$ cat config.mk
export PLATFORM = sky130hd
export DESIGN_NAME = dio_port
export DESIGN_NICKNAME = d
export VERILOG_FILES = /design/src/verilog/dio_port.v /design/src/verilog/dio_sync.v
export VERILOG_INCLUDE_DIRS = /design/src /design/src/pkg
export SDC_FILE = /design/constraint.sdc
export NUM_CORES = 1
export LEC_CHECK = 0
export ABC_AREA = 1
export BUFFER_PORTS_ARGS = -buffer_cell sky130_fd_sc_hd__buf_2
export CAP_MARGIN = 20
export CORE_ASPECT_RATIO = 2
export CORE_MARGIN = 1.5
export CORE_UTILIZATION = 45
export CTS_CLUSTER_DIAMETER = 40
export DETAILED_ROUTE_END_ITERATION = 8
export PLACE_DENSITY_LB_ADDON = 0.3
export SLEW_MARGIN = 20
export SYNTH_ARGS = -nofsm -noshare
export SYNTH_HDL_FRONTEND = slang
export SYNTH_HIERARCHICAL = 1
export SYNTH_SLANG_ARGS = --single-unit
$ cat constraint.sdc
create_clock -name clock -period 4.3 [get_ports clock]
set_input_delay 0.215 -clock clock [delete_from_list [all_inputs] [get_ports clock]]
set_output_delay 0.215 -clock clock [all_outputs]
set_load 0.005 [all_outputs]
$ cat src/pkg/dio_map.vh
`ifndef DIO_MAP_VH
`define DIO_MAP_VH
// ==========================================================================
// register offsets (byte addresses, one 32-bit word each)
`define DIO_OFF_DIR          8'h00
`define DIO_OFF_STATE        8'h04
`define DIO_OFF_PINS         8'h08
`define DIO_OFF_PWR_DIR      8'h0c
`define DIO_OFF_PWR_STATE    8'h10
`define DIO_OFF_CMD          8'h14
`define DIO_OFF_STATUS       8'h18
// ==========================================================================
// line layout
`define DIO_NUM_LINES        20
`define DIO_FLEX_LO          0
`define DIO_FLEX_HI          7
`define DIO_EXT_LO           8
`define DIO_EXT_HI           15
`define DIO_CTL_LO           16
`define DIO_CTL_HI           19
`define DIO_HV_MASK          20'h0000f
// ==========================================================================
// reset values: factory default is every line an input
`define DIO_RST_PWR_DIR      20'h00000
`define DIO_RST_PWR_STATE    20'h00000
// ==========================================================================
// power-up hold time, 5 ms at 50 MHz
`define DIO_HOLD_NS          5000000
`define DIO_CLK_NS           20
`define DIO_HOLD_CYCLES      (`DIO_HOLD_NS / `DIO_CLK_NS)
// ==========================================================================
// command and status word fields
`define DIO_CMD_GO_BIT       0
`define DIO_STAT_HELD_BIT    0
`define DIO_STAT_HV_BIT      1
`endif

$ cat src/verilog/dio_port.v
`include "dio_map.vh"
module dio_port #(
  parameter        NUM_LINES   = `DIO_NUM_LINES,
  parameter        HOLD_CYCLES = `DIO_HOLD_CYCLES,
  parameter [0:0]  HV_BUILD    = 1'b0
) (
  input  wire                 clock,
  input  wire                 reset_n,
  // wishbone classic slave
  input  wire                 wb_cyc_i,
  input  wire                 wb_stb_i,
  input  wire                 wb_we_i,
  input  wire [7:0]           wb_adr_i,
  input  wire [3:0]           wb_sel_i,
  input  wire [31:0]          wb_dat_i,
  output reg  [31:0]          wb_dat_o,
  output reg                  wb_ack_o,
  output wire                 wb_err_o,
  // pins: oe low means driving
  input  wire [NUM_LINES-1:0] line_in,
  output wire [NUM_LINES-1:0] line_out,
  output wire [NUM_LINES-1:0] line_oe_n
);
  // ==========================================================================
  // state
  localparam ST_HOLD = 2'b01;
  localparam ST_RUN  = 2'b10;

  reg  [1:0]           state_q;
  reg  [1:0]           state_d;
  reg  [31:0]          hold_cnt_q;
  reg  [NUM_LINES-1:0] dir_q;        // 1 = output
  reg  [NUM_LINES-1:0] level_q;      // driven level for outputs
  reg  [NUM_LINES-1:0] pwr_dir_q;
  reg  [NUM_LINES-1:0] pwr_level_q;
  reg  [NUM_LINES-1:0] cmd_dir_q;    // staged by one command
  reg  [NUM_LINES-1:0] cmd_level_q;
  reg  [NUM_LINES-1:0] snap_q;       // all lines read in one command
  wire [NUM_LINES-1:0] pins_sync;
  wire [NUM_LINES-1:0] readback;
  wire [NUM_LINES-1:0] avail_mask;
  wire [NUM_LINES-1:0] flex_byte;

  wire req      = wb_cyc_i & wb_stb_i & ~wb_ack_o;
  wire wr       = req & wb_we_i;
  wire hit      = (wb_adr_i == `DIO_OFF_DIR)       | (wb_adr_i == `DIO_OFF_STATE) |
                  (wb_adr_i == `DIO_OFF_PINS)      | (wb_adr_i == `DIO_OFF_PWR_DIR) |
                  (wb_adr_i == `DIO_OFF_PWR_STATE) | (wb_adr_i == `DIO_OFF_CMD) |
                  (wb_adr_i == `DIO_OFF_STATUS);
  wire running  = (state_q == ST_RUN);
  wire [31:0] wmask = {{8{wb_sel_i[3]}}, {8{wb_sel_i[2]}}, {8{wb_sel_i[1]}}, {8{wb_sel_i[0]}}};

  // ==========================================================================
  // pins pass two flops before any logic reads them
  dio_sync #(
    .WIDTH    (NUM_LINES)
  ) u_sync (
    .clock    (clock),
    .reset_n  (reset_n),
    .async_in (line_in),
    .sync_out (pins_sync)
  );

  // high-voltage build loses the first four flexible lines
  assign avail_mask = HV_BUILD ? ~`DIO_HV_MASK : {NUM_LINES{1'b1}};

  // ==========================================================================
  // per-line output stage, bit n is line n
  genvar gi;
  generate
    for (gi = 0; gi < NUM_LINES; gi = gi + 1) begin : g_line
      wire usable = avail_mask[gi];
      wire is_out = dir_q[gi];
      wire pin    = pins_sync[gi];
      wire drive  = running & is_out & usable;
      assign line_out[gi]  = drive & level_q[gi];
      assign line_oe_n[gi] = ~drive;
      // usable inputs report the synchronised pin, outputs their driven state; unavailable lines read zero
      assign readback[gi]  = usable & (is_out ? level_q[gi] : pin);
    end
  endgenerate

  // power-up direction read back whole, not only the flexible group in bits 0-7
  assign flex_byte = pwr_dir_q;

  // ==========================================================================
  // power-up sequencing: hold factory inputs, then apply defaults
  always @* begin
    state_d = state_q;
    case (state_q)
      ST_HOLD: begin
        if (hold_cnt_q >= HOLD_CYCLES - 1) begin
          state_d = ST_RUN;
        end
      end
      ST_RUN: begin
        state_d = ST_RUN;
      end
      default: begin
        state_d = ST_HOLD;
      end
    endcase
  end

  always @(posedge clock) begin
    if (!reset_n) begin
      state_q    <= ST_HOLD;
      hold_cnt_q <= 32'h0000_0000;
    end else begin
      state_q <= state_d;
      if (state_q == ST_HOLD) begin
        hold_cnt_q <= hold_cnt_q + 32'h0000_0001;
      end
    end
  end

  // ==========================================================================
  // write decode shared by every register below
  wire                 hit_dir;
  wire                 hit_state;
  wire                 hit_pins;
  wire                 hit_pwr_dir;
  wire                 hit_pwr_state;
  wire                 hit_cmd;
  wire                 hit_status;
  wire                 apply_pwr;
  wire                 live_wr;
  wire                 cmd_go;
  wire [NUM_LINES-1:0] wr_data;
  wire [NUM_LINES-1:0] lane_mask;

  // one strobe per offset, each qualified by a write request
  assign hit_dir       = wr & (wb_adr_i == `DIO_OFF_DIR);
  assign hit_state     = wr & (wb_adr_i == `DIO_OFF_STATE);
  assign hit_pins      = wr & (wb_adr_i == `DIO_OFF_PINS);
  assign hit_pwr_dir   = wr & (wb_adr_i == `DIO_OFF_PWR_DIR);
  assign hit_pwr_state = wr & (wb_adr_i == `DIO_OFF_PWR_STATE);
  assign hit_cmd       = wr & (wb_adr_i == `DIO_OFF_CMD);
  assign hit_status    = wr & (wb_adr_i == `DIO_OFF_STATUS);
  // defaults land on the one edge that leaves the hold
  assign apply_pwr = (state_q == ST_HOLD) & (state_d == ST_RUN);
  // live registers ignore writes during the hold so the lines stay factory inputs
  assign live_wr   = wr & running;
  // the go bit only counts when its byte lane is enabled
  assign cmd_go    = hit_cmd & running & wb_sel_i[0] & wb_dat_i[`DIO_CMD_GO_BIT];
  assign wr_data   = wb_dat_i[NUM_LINES-1:0];
  assign lane_mask = wmask[NUM_LINES-1:0];

  // ==========================================================================
  // live direction, 1 = output; unavailable lines can never become outputs
  always @(posedge clock) begin
    if (!reset_n) begin
      dir_q <= {NUM_LINES{1'b0}};
    end else if (apply_pwr) begin
      dir_q <= pwr_dir_q & avail_mask;
    end else if (hit_dir && live_wr) begin
      dir_q <= ((dir_q & ~lane_mask) | (wr_data & lane_mask)) & avail_mask;
    end else if (cmd_go) begin
      dir_q <= cmd_dir_q & avail_mask;
    end
  end

  // live output levels, only visible on lines set as outputs
  always @(posedge clock) begin
    if (!reset_n) begin
      level_q <= {NUM_LINES{1'b0}};
    end else if (apply_pwr) begin
      level_q <= pwr_level_q;
    end else if (hit_state && live_wr) begin
      level_q <= (level_q & ~lane_mask) | (wr_data & lane_mask);
    end else if (cmd_go) begin
      level_q <= cmd_level_q;
    end
  end

  // ==========================================================================
  // power-up direction, writable at any time; no nonvolatile store behind it
  always @(posedge clock) begin
    if (!reset_n) begin
      pwr_dir_q <= `DIO_RST_PWR_DIR;
    end else if (hit_pwr_dir) begin
      pwr_dir_q <= (pwr_dir_q & ~lane_mask) | (wr_data & lane_mask);
    end
  end

  // power-up levels, applied together with the direction when the hold ends
  always @(posedge clock) begin
    if (!reset_n) begin
      pwr_level_q <= `DIO_RST_PWR_STATE;
    end else if (hit_pwr_state) begin
      pwr_level_q <= (pwr_level_q & ~lane_mask) | (wr_data & lane_mask);
    end
  end

  // ==========================================================================
  // command staging: whole words, so a partial lane write cannot split a command
  always @(posedge clock) begin
    if (!reset_n) begin
      cmd_dir_q <= {NUM_LINES{1'b0}};
    end else if (hit_pins) begin
      cmd_dir_q <= wr_data;
    end
  end

  // staged levels share the status offset, which has no writable field of its own
  always @(posedge clock) begin
    if (!reset_n) begin
      cmd_level_q <= {NUM_LINES{1'b0}};
    end else if (hit_status) begin
      cmd_level_q <= wr_data;
    end
  end

  // every line captured on the same edge that applies the command
  always @(posedge clock) begin
    if (!reset_n) begin
      snap_q <= {NUM_LINES{1'b0}};
    end else if (cmd_go) begin
      snap_q <= readback;
    end
  end

  // ==========================================================================
  // read mux; unmapped offsets read zero rather than erroring
  reg [31:0] rd_d;

  always @* begin
    rd_d = 32'h0000_0000;
    case (wb_adr_i)
      `DIO_OFF_DIR: begin
        rd_d[NUM_LINES-1:0] = dir_q;
      end
      `DIO_OFF_STATE: begin
        rd_d[NUM_LINES-1:0] = readback;
      end
      `DIO_OFF_PINS: begin
        rd_d[NUM_LINES-1:0] = cmd_dir_q;
      end
      `DIO_OFF_PWR_DIR: begin
        rd_d[NUM_LINES-1:0] = flex_byte;
      end
      `DIO_OFF_PWR_STATE: begin
        rd_d[NUM_LINES-1:0] = pwr_level_q;
      end
      `DIO_OFF_CMD: begin
        rd_d[NUM_LINES-1:0] = snap_q;
      end
      `DIO_OFF_STATUS: begin
        rd_d[`DIO_STAT_HELD_BIT] = ~running;
        rd_d[`DIO_STAT_HV_BIT]   = HV_BUILD;
      end
      default: begin
        rd_d = 32'h0000_0000;
      end
    endcase
  end

  // data registered with the ack and cleared otherwise, so it stands for one cycle only
  always @(posedge clock) begin
    if (!reset_n) begin
      wb_ack_o <= 1'b0;
      wb_dat_o <= 32'h0000_0000;
    end else begin
      wb_ack_o <= req;
      if (req && !wb_we_i) begin
        wb_dat_o <= rd_d;
      end else begin
        wb_dat_o <= 32'h0000_0000;
      end
    end
  end

  // a miss is acked with zero data rather than an error, hit kept for clarity
  assign wb_err_o = 1'b0 & hit;
endmodule

$ cat src/verilog/dio_sync.v
`include "dio_map.vh"
// ==========================================================================
// two-stage synchroniser for a bus of pin inputs
module dio_sync #(
  parameter WIDTH = 20
) (
  input  wire             clock,
  input  wire             reset_n,
  input  wire [WIDTH-1:0] async_in,
  output wire [WIDTH-1:0] sync_out
);
  reg [WIDTH-1:0] meta_q;
  reg [WIDTH-1:0] sync_q;

  // first stage feeds only the second stage
  always @(posedge clock) begin
    if (!reset_n) begin
      meta_q <= {WIDTH{1'b0}};
      sync_q <= {WIDTH{1'b0}};
    end else begin
      meta_q <= async_in;
      sync_q <= meta_q;
    end
  end

  assign sync_out = sync_q;
endmodule

After elaboration in Yosys (flattened, before gate mapping)
Cells that the tools add are included.
Word-level totals
  flip-flop bits (word level): 247
  latch bits: 0
  RAM bits: 0
  memory bits (read-only): 0
  output and inout bits: 74
  memories kept: 0
Cells by class
  add/subtract/negate cells: 1
  multipliers: 0
  divide/modulo/power cells: 0
  order comparisons: 1
  equality and inequality tests: 9
  shift-type cells: 0
  multiplexer cells: 30
  bitwise logic cells: 87
  reductions and logical operators: 8
Operators by type and width (number)
  20-bit 2-to-1 mux: 6
  18-bit one-hot mux with 6 select lines: 1
  20-bit bitwise AND: 5
  20-bit bitwise OR: 4
  1-bit bitwise AND: 55
  32-bit by 1-bit adder with 32-bit output, second input constant: 1
  32-bit by 18-bit greater-or-equal comparator with 1-bit output, second input constant: 1
  8-bit by 5-bit == test with 1-bit output, second input constant: 3
  1-bit NOT: 22
  1-bit 2-to-1 mux: 20
  20-bit NOT: 1
  8-bit by 4-bit == test with 1-bit output, second input constant: 2
  2-bit one-hot mux with 7 select lines: 1
  8-bit by 3-bit == test with 1-bit output, second input constant: 1
  8-bit zero test: 1
  3-bit nonzero test: 2
  2-bit == test, second input constant: 2
  2-bit one-hot mux with 2 select lines: 1
  1-bit logical AND: 3
  2-bit by 1-bit == test with 1-bit output, second input constant: 1
  2-bit 2-to-1 mux: 1
  2-bit AND reduction: 1
  1-bit zero test: 1

Logic depth before layout (Yosys ltp)
  depth in word-level cells: 10
  mapped depth: 16
  mapped depth without buffers: 15

Cells and area by module
Netlist, hierarchy kept.
By module, submodules not included
  dio_port: times used 1, cells an instance 1474, area each 9663.0 um^2, seq. area each 3903.7 um^2
  dio_sync: times used 1, cells an instance 124, area each 1146.1 um^2, seq. area each 800.8 um^2

Worst setup path after synthesis
OpenSTA, ideal clock, no wires.
  path kind: register -> register
  from: register state_q[1]
  to: register hold_cnt_q[25]
  data arrival time: 1.718 ns
  required time: 4.181 ns
  setup slack: 2.462 ns
  stages on the path, launching flop included: 13
  buffers on the path: 1
  cells stage by stage: dfxtp_1 > inv_1 > ha_1 > buf_4 > inv_2 > nor2_2 > nand3_1 > nor2_1 > nand3_1 > nor4_2 > inv_1 > o21ai_0 > a21oi_1
On the way
  longest elaborated chain between the ends: 1
Ends and longest elaborated chain
  from (decl): RTL line dio_port.v:29  | reg [1:0] state_q;
  from (signal assigned): RTL line dio_port.v:110  | state_q <= state_d;
  2-bit by 1-bit == test with 1-bit output: RTL line dio_port.v:111  | if (state_q == ST_HOLD) begin
  to (signal assigned): RTL line dio_port.v:112  | hold_cnt_q <= hold_cnt_q + 32'h0000_0001;
  to (decl): RTL line dio_port.v:31  | reg [31:0] hold_cnt_q;
No other way between the ends.
A chain may end at the register's enable or synchronous reset.

==> impl_metrics.tcl <==
set metrics [dict create \
    status "completed" \
    post-route-util 0.533 \
    pin_count 143 \
    finalSetupTns_ns 0 \
    clk-insertion-delay-late_ns 0.55 \
    cts_sinks 235 \
    hp-class "in -> reg" \
    rows 80 \
    design_area_sq_um 12700 \
    reg2reg_from "state_q[0]" \
    cts_buffer_depth 3 \
    seq_area_frac_synth 0.435 \
    drive_gt1_frac 0.117 \
    p_leak_nw 5.56 \
    hold_slack_ns 0.0246 \
    tightestPinTransition_ns 0.983 \
    final_antenna_net_count 0 \
    hold_path_depth 3 \
    syn_area_sq_um 10800 \
    cp-start-kind "flip-flop" \
    synth_compound_area_frac 0.171 \
    firstDrtPassIters 6 \
    hold_viol_final 0 \
    max_freq_ghz 0.335 \
    finalCritPeriodShare 0.695 \
    drv_slew 0 \
    synthToLayoutAreaGrowth_pct 17.1 \
    crit_chain "inv_1, ha_1, inv_2, nor2_1, nand2_1, buf_4, nand3_2, nand2_2, nand2_1, nand2_1, nor2_1" \
    htree_levels 1 \
    hp-start "wb_dat_i[10]" \
    post-place-ws_ns 1.37 \
    setup_viol 0 \
    synth_largest_area_cell "dfxtp_1" \
    required_ns 4.73 \
    max_stage_delay_ns 0.53 \
    drc 0 \
    min_to "cmd_dir_q[10]" \
    synth-seq-cells 235 \
    crit_fanout 25 \
    slew-limit-headroom 0.343 \
    grt_usage 0.282 \
    nNetsFinal 1779 \
    grt_pass1_vias 10915 \
    slowest_stage "nand2_1" \
    synthMuxAreaShare 0 \
    grt_pass1_wl_mm 55.2 \
    drt_iter0_markers 748 \
    synth_top_area_share 0.435 \
    dieArea_sq_um 25000 \
    ys.flop_type "dfxtp_1" \
    wire_per_inst_microns 17.4 \
    placed_area_sq_um 11400 \
    arrival_ns 3.42 \
    overflow 0 \
    synth_top_family_by_area "simple AND/OR/NAND/NOR gates" \
    gp_congestion 0.918 \
    start_util 0.456 \
    cts_tree "yes" \
    layout_setup_ws_ns 1.31 \
    clock-root-buffer "clkbuf_16" \
    peakVddDrop_uv 269 \
    period_needed_ns 2.99 \
    criticalPathCategory "reg -> reg" \
    grt_max_degree 102 \
    hpwl_mm 24.2 \
    cts_inserted_buffers 26 \
    yosys_warnings 6 \
    wirelength_mm 35.1 \
    path_delay_family "simple AND/OR/NAND/NOR gates" \
    cts.clk_slew.worst_paths_ns 0.06 \
    die_h_microns 222 \
    synth_edf_count 0 \
    yosys.area_share.simple 0.272 \
    yosysMostFrequentCell "nand2_1" \
    drv_cap 0 \
    crit_buf_inv 3 \
    synth_area_leaders "dfxtp_1 44%, nand2_1 14%, nor2_1 8.3%" \
    viasPerCell 5.39 \
    synthArstFlopShare 0 \
    synth_adder_area_share 0.00347 \
    io_buffer_count 116 \
    ys_types 40 \
    via_count 10856 \
    antenna_found_initial 2 \
    post_cts_buffers 0 \
    rsz0062_at_grt "no" \
    synth_top_cells_by_count "408 x nand2_1, 240 x nor2_1, 235 x dfxtp_1, 182 x inv_1, 170 x o21ai_0" \
    synth-xor-area-share 0.00648 \
    synth.avg_cell_area_sq_um 6.76 \
    rr_worst_depth 11 \
    critPathCaptureType "flip-flop" \
    r2r_slack_ns 1.31 \
    die_w_microns 113 \
    p_per_area_nw_per_um2 384 \
    skew_ns 0.0260 \
    path_common_cell "nand2_1" \
    postSynthCellCount 1598 \
    fp.coreArea_sq_um 23700 \
]
## metal layers
layer  global-route usage  wire, microns
met1                0.275          11900
met3               0.0319           1660
met5                    0              0
met2                0.526          18500
met4                0.225           2980
## cell usage in the layout (no fill, tap or decap), types with 6 or more instances in the layout
cell type / instances
nand3_1: 28
dlygate4sd3_1: 29
conb_1: 13
nor3_1: 22
o21ai_0: 170
a21oi_1: 75
nor2_1: 240
a41oi_1: 6
nand2_1: 408
inv_1: 182
o22ai_1: 16
buf_4: 15
dfxtp_1: 235
inv_2: 7
buf_2: 115
o21ai_1: 23
a221oi_1: 9
a31oi_1: 30
nand4_1: 7
clkbuf_16: 26
nand2_2: 7
a211oi_1: 7
## through the flow
step / power [mW] / std cells
after floorplan: 2.38 / 1610
after global placement: 2.45 / 1937
after detailed placement: 2.45 / 1937
after CTS: 4.89 / 2012
after global routing: 5.01 / 2014
final: 4.86 / 2015
## how the worst max path moves through the flow
stage / startpoint / endpoint / slack, ns / cells after the start
2_1_floorplan: state_q[1] / hold_cnt_q[25] / 2.46 / 12
3_3_place_gp: state_q[0] / flip-flop / 1.46 / 11
3_5_place_dp: state_q[0] / flip-flop / 1.37 / 11
4_1_cts: state_q[0] / flip-flop / 1.36 / 11
5_1_grt: state_q[0] / flip-flop / 1.09 / 12
6_report: state_q[0] / flip-flop / 1.31 / 11
## worst reg2reg max path: cells and delay by family, from the launching register on
kind | cells | cell delay (ns)
and+or+nand+nor | 7 | 1.45
buffers and inverters | 3 | 0.85
DFF | 1 | 0.37
adders and majority gates | 1 | 0.21
## layout make-up
class	count	area [sq um]
Clock buffer	31	709
Sequential cell	235	4700
Fill cell	2344	11100
Tap cell	287	359
Inverter	189	709
Timing Repair Buffer	159	978
Clock inverter	15	235
Multi-Input combinational cell	1096	4950
Antenna cell	3	7.51
## kinds of logic after synthesis
group	after synthesis
flip-flops	235
AO/OA/AOI/OAI	341
adder cells (fa/ha/maj)	3
AND/OR/NAND/NOR	731
buffers and inverters	279
other	1
XOR/XNOR	8
## timing repair
action,4_1_cts,5_1_grt
gates resized for setup,0,0
endpoints found under the setup margin,0,0
hold endpoints to repair,34,0
hold buffers,29,0
## where the power goes
part           switching (mW)  internal [mW]
clock                   0.951           1.49
combinational           0.135         0.0726
sequential             0.0142           2.20
Power figures use the tool's default switching activity.
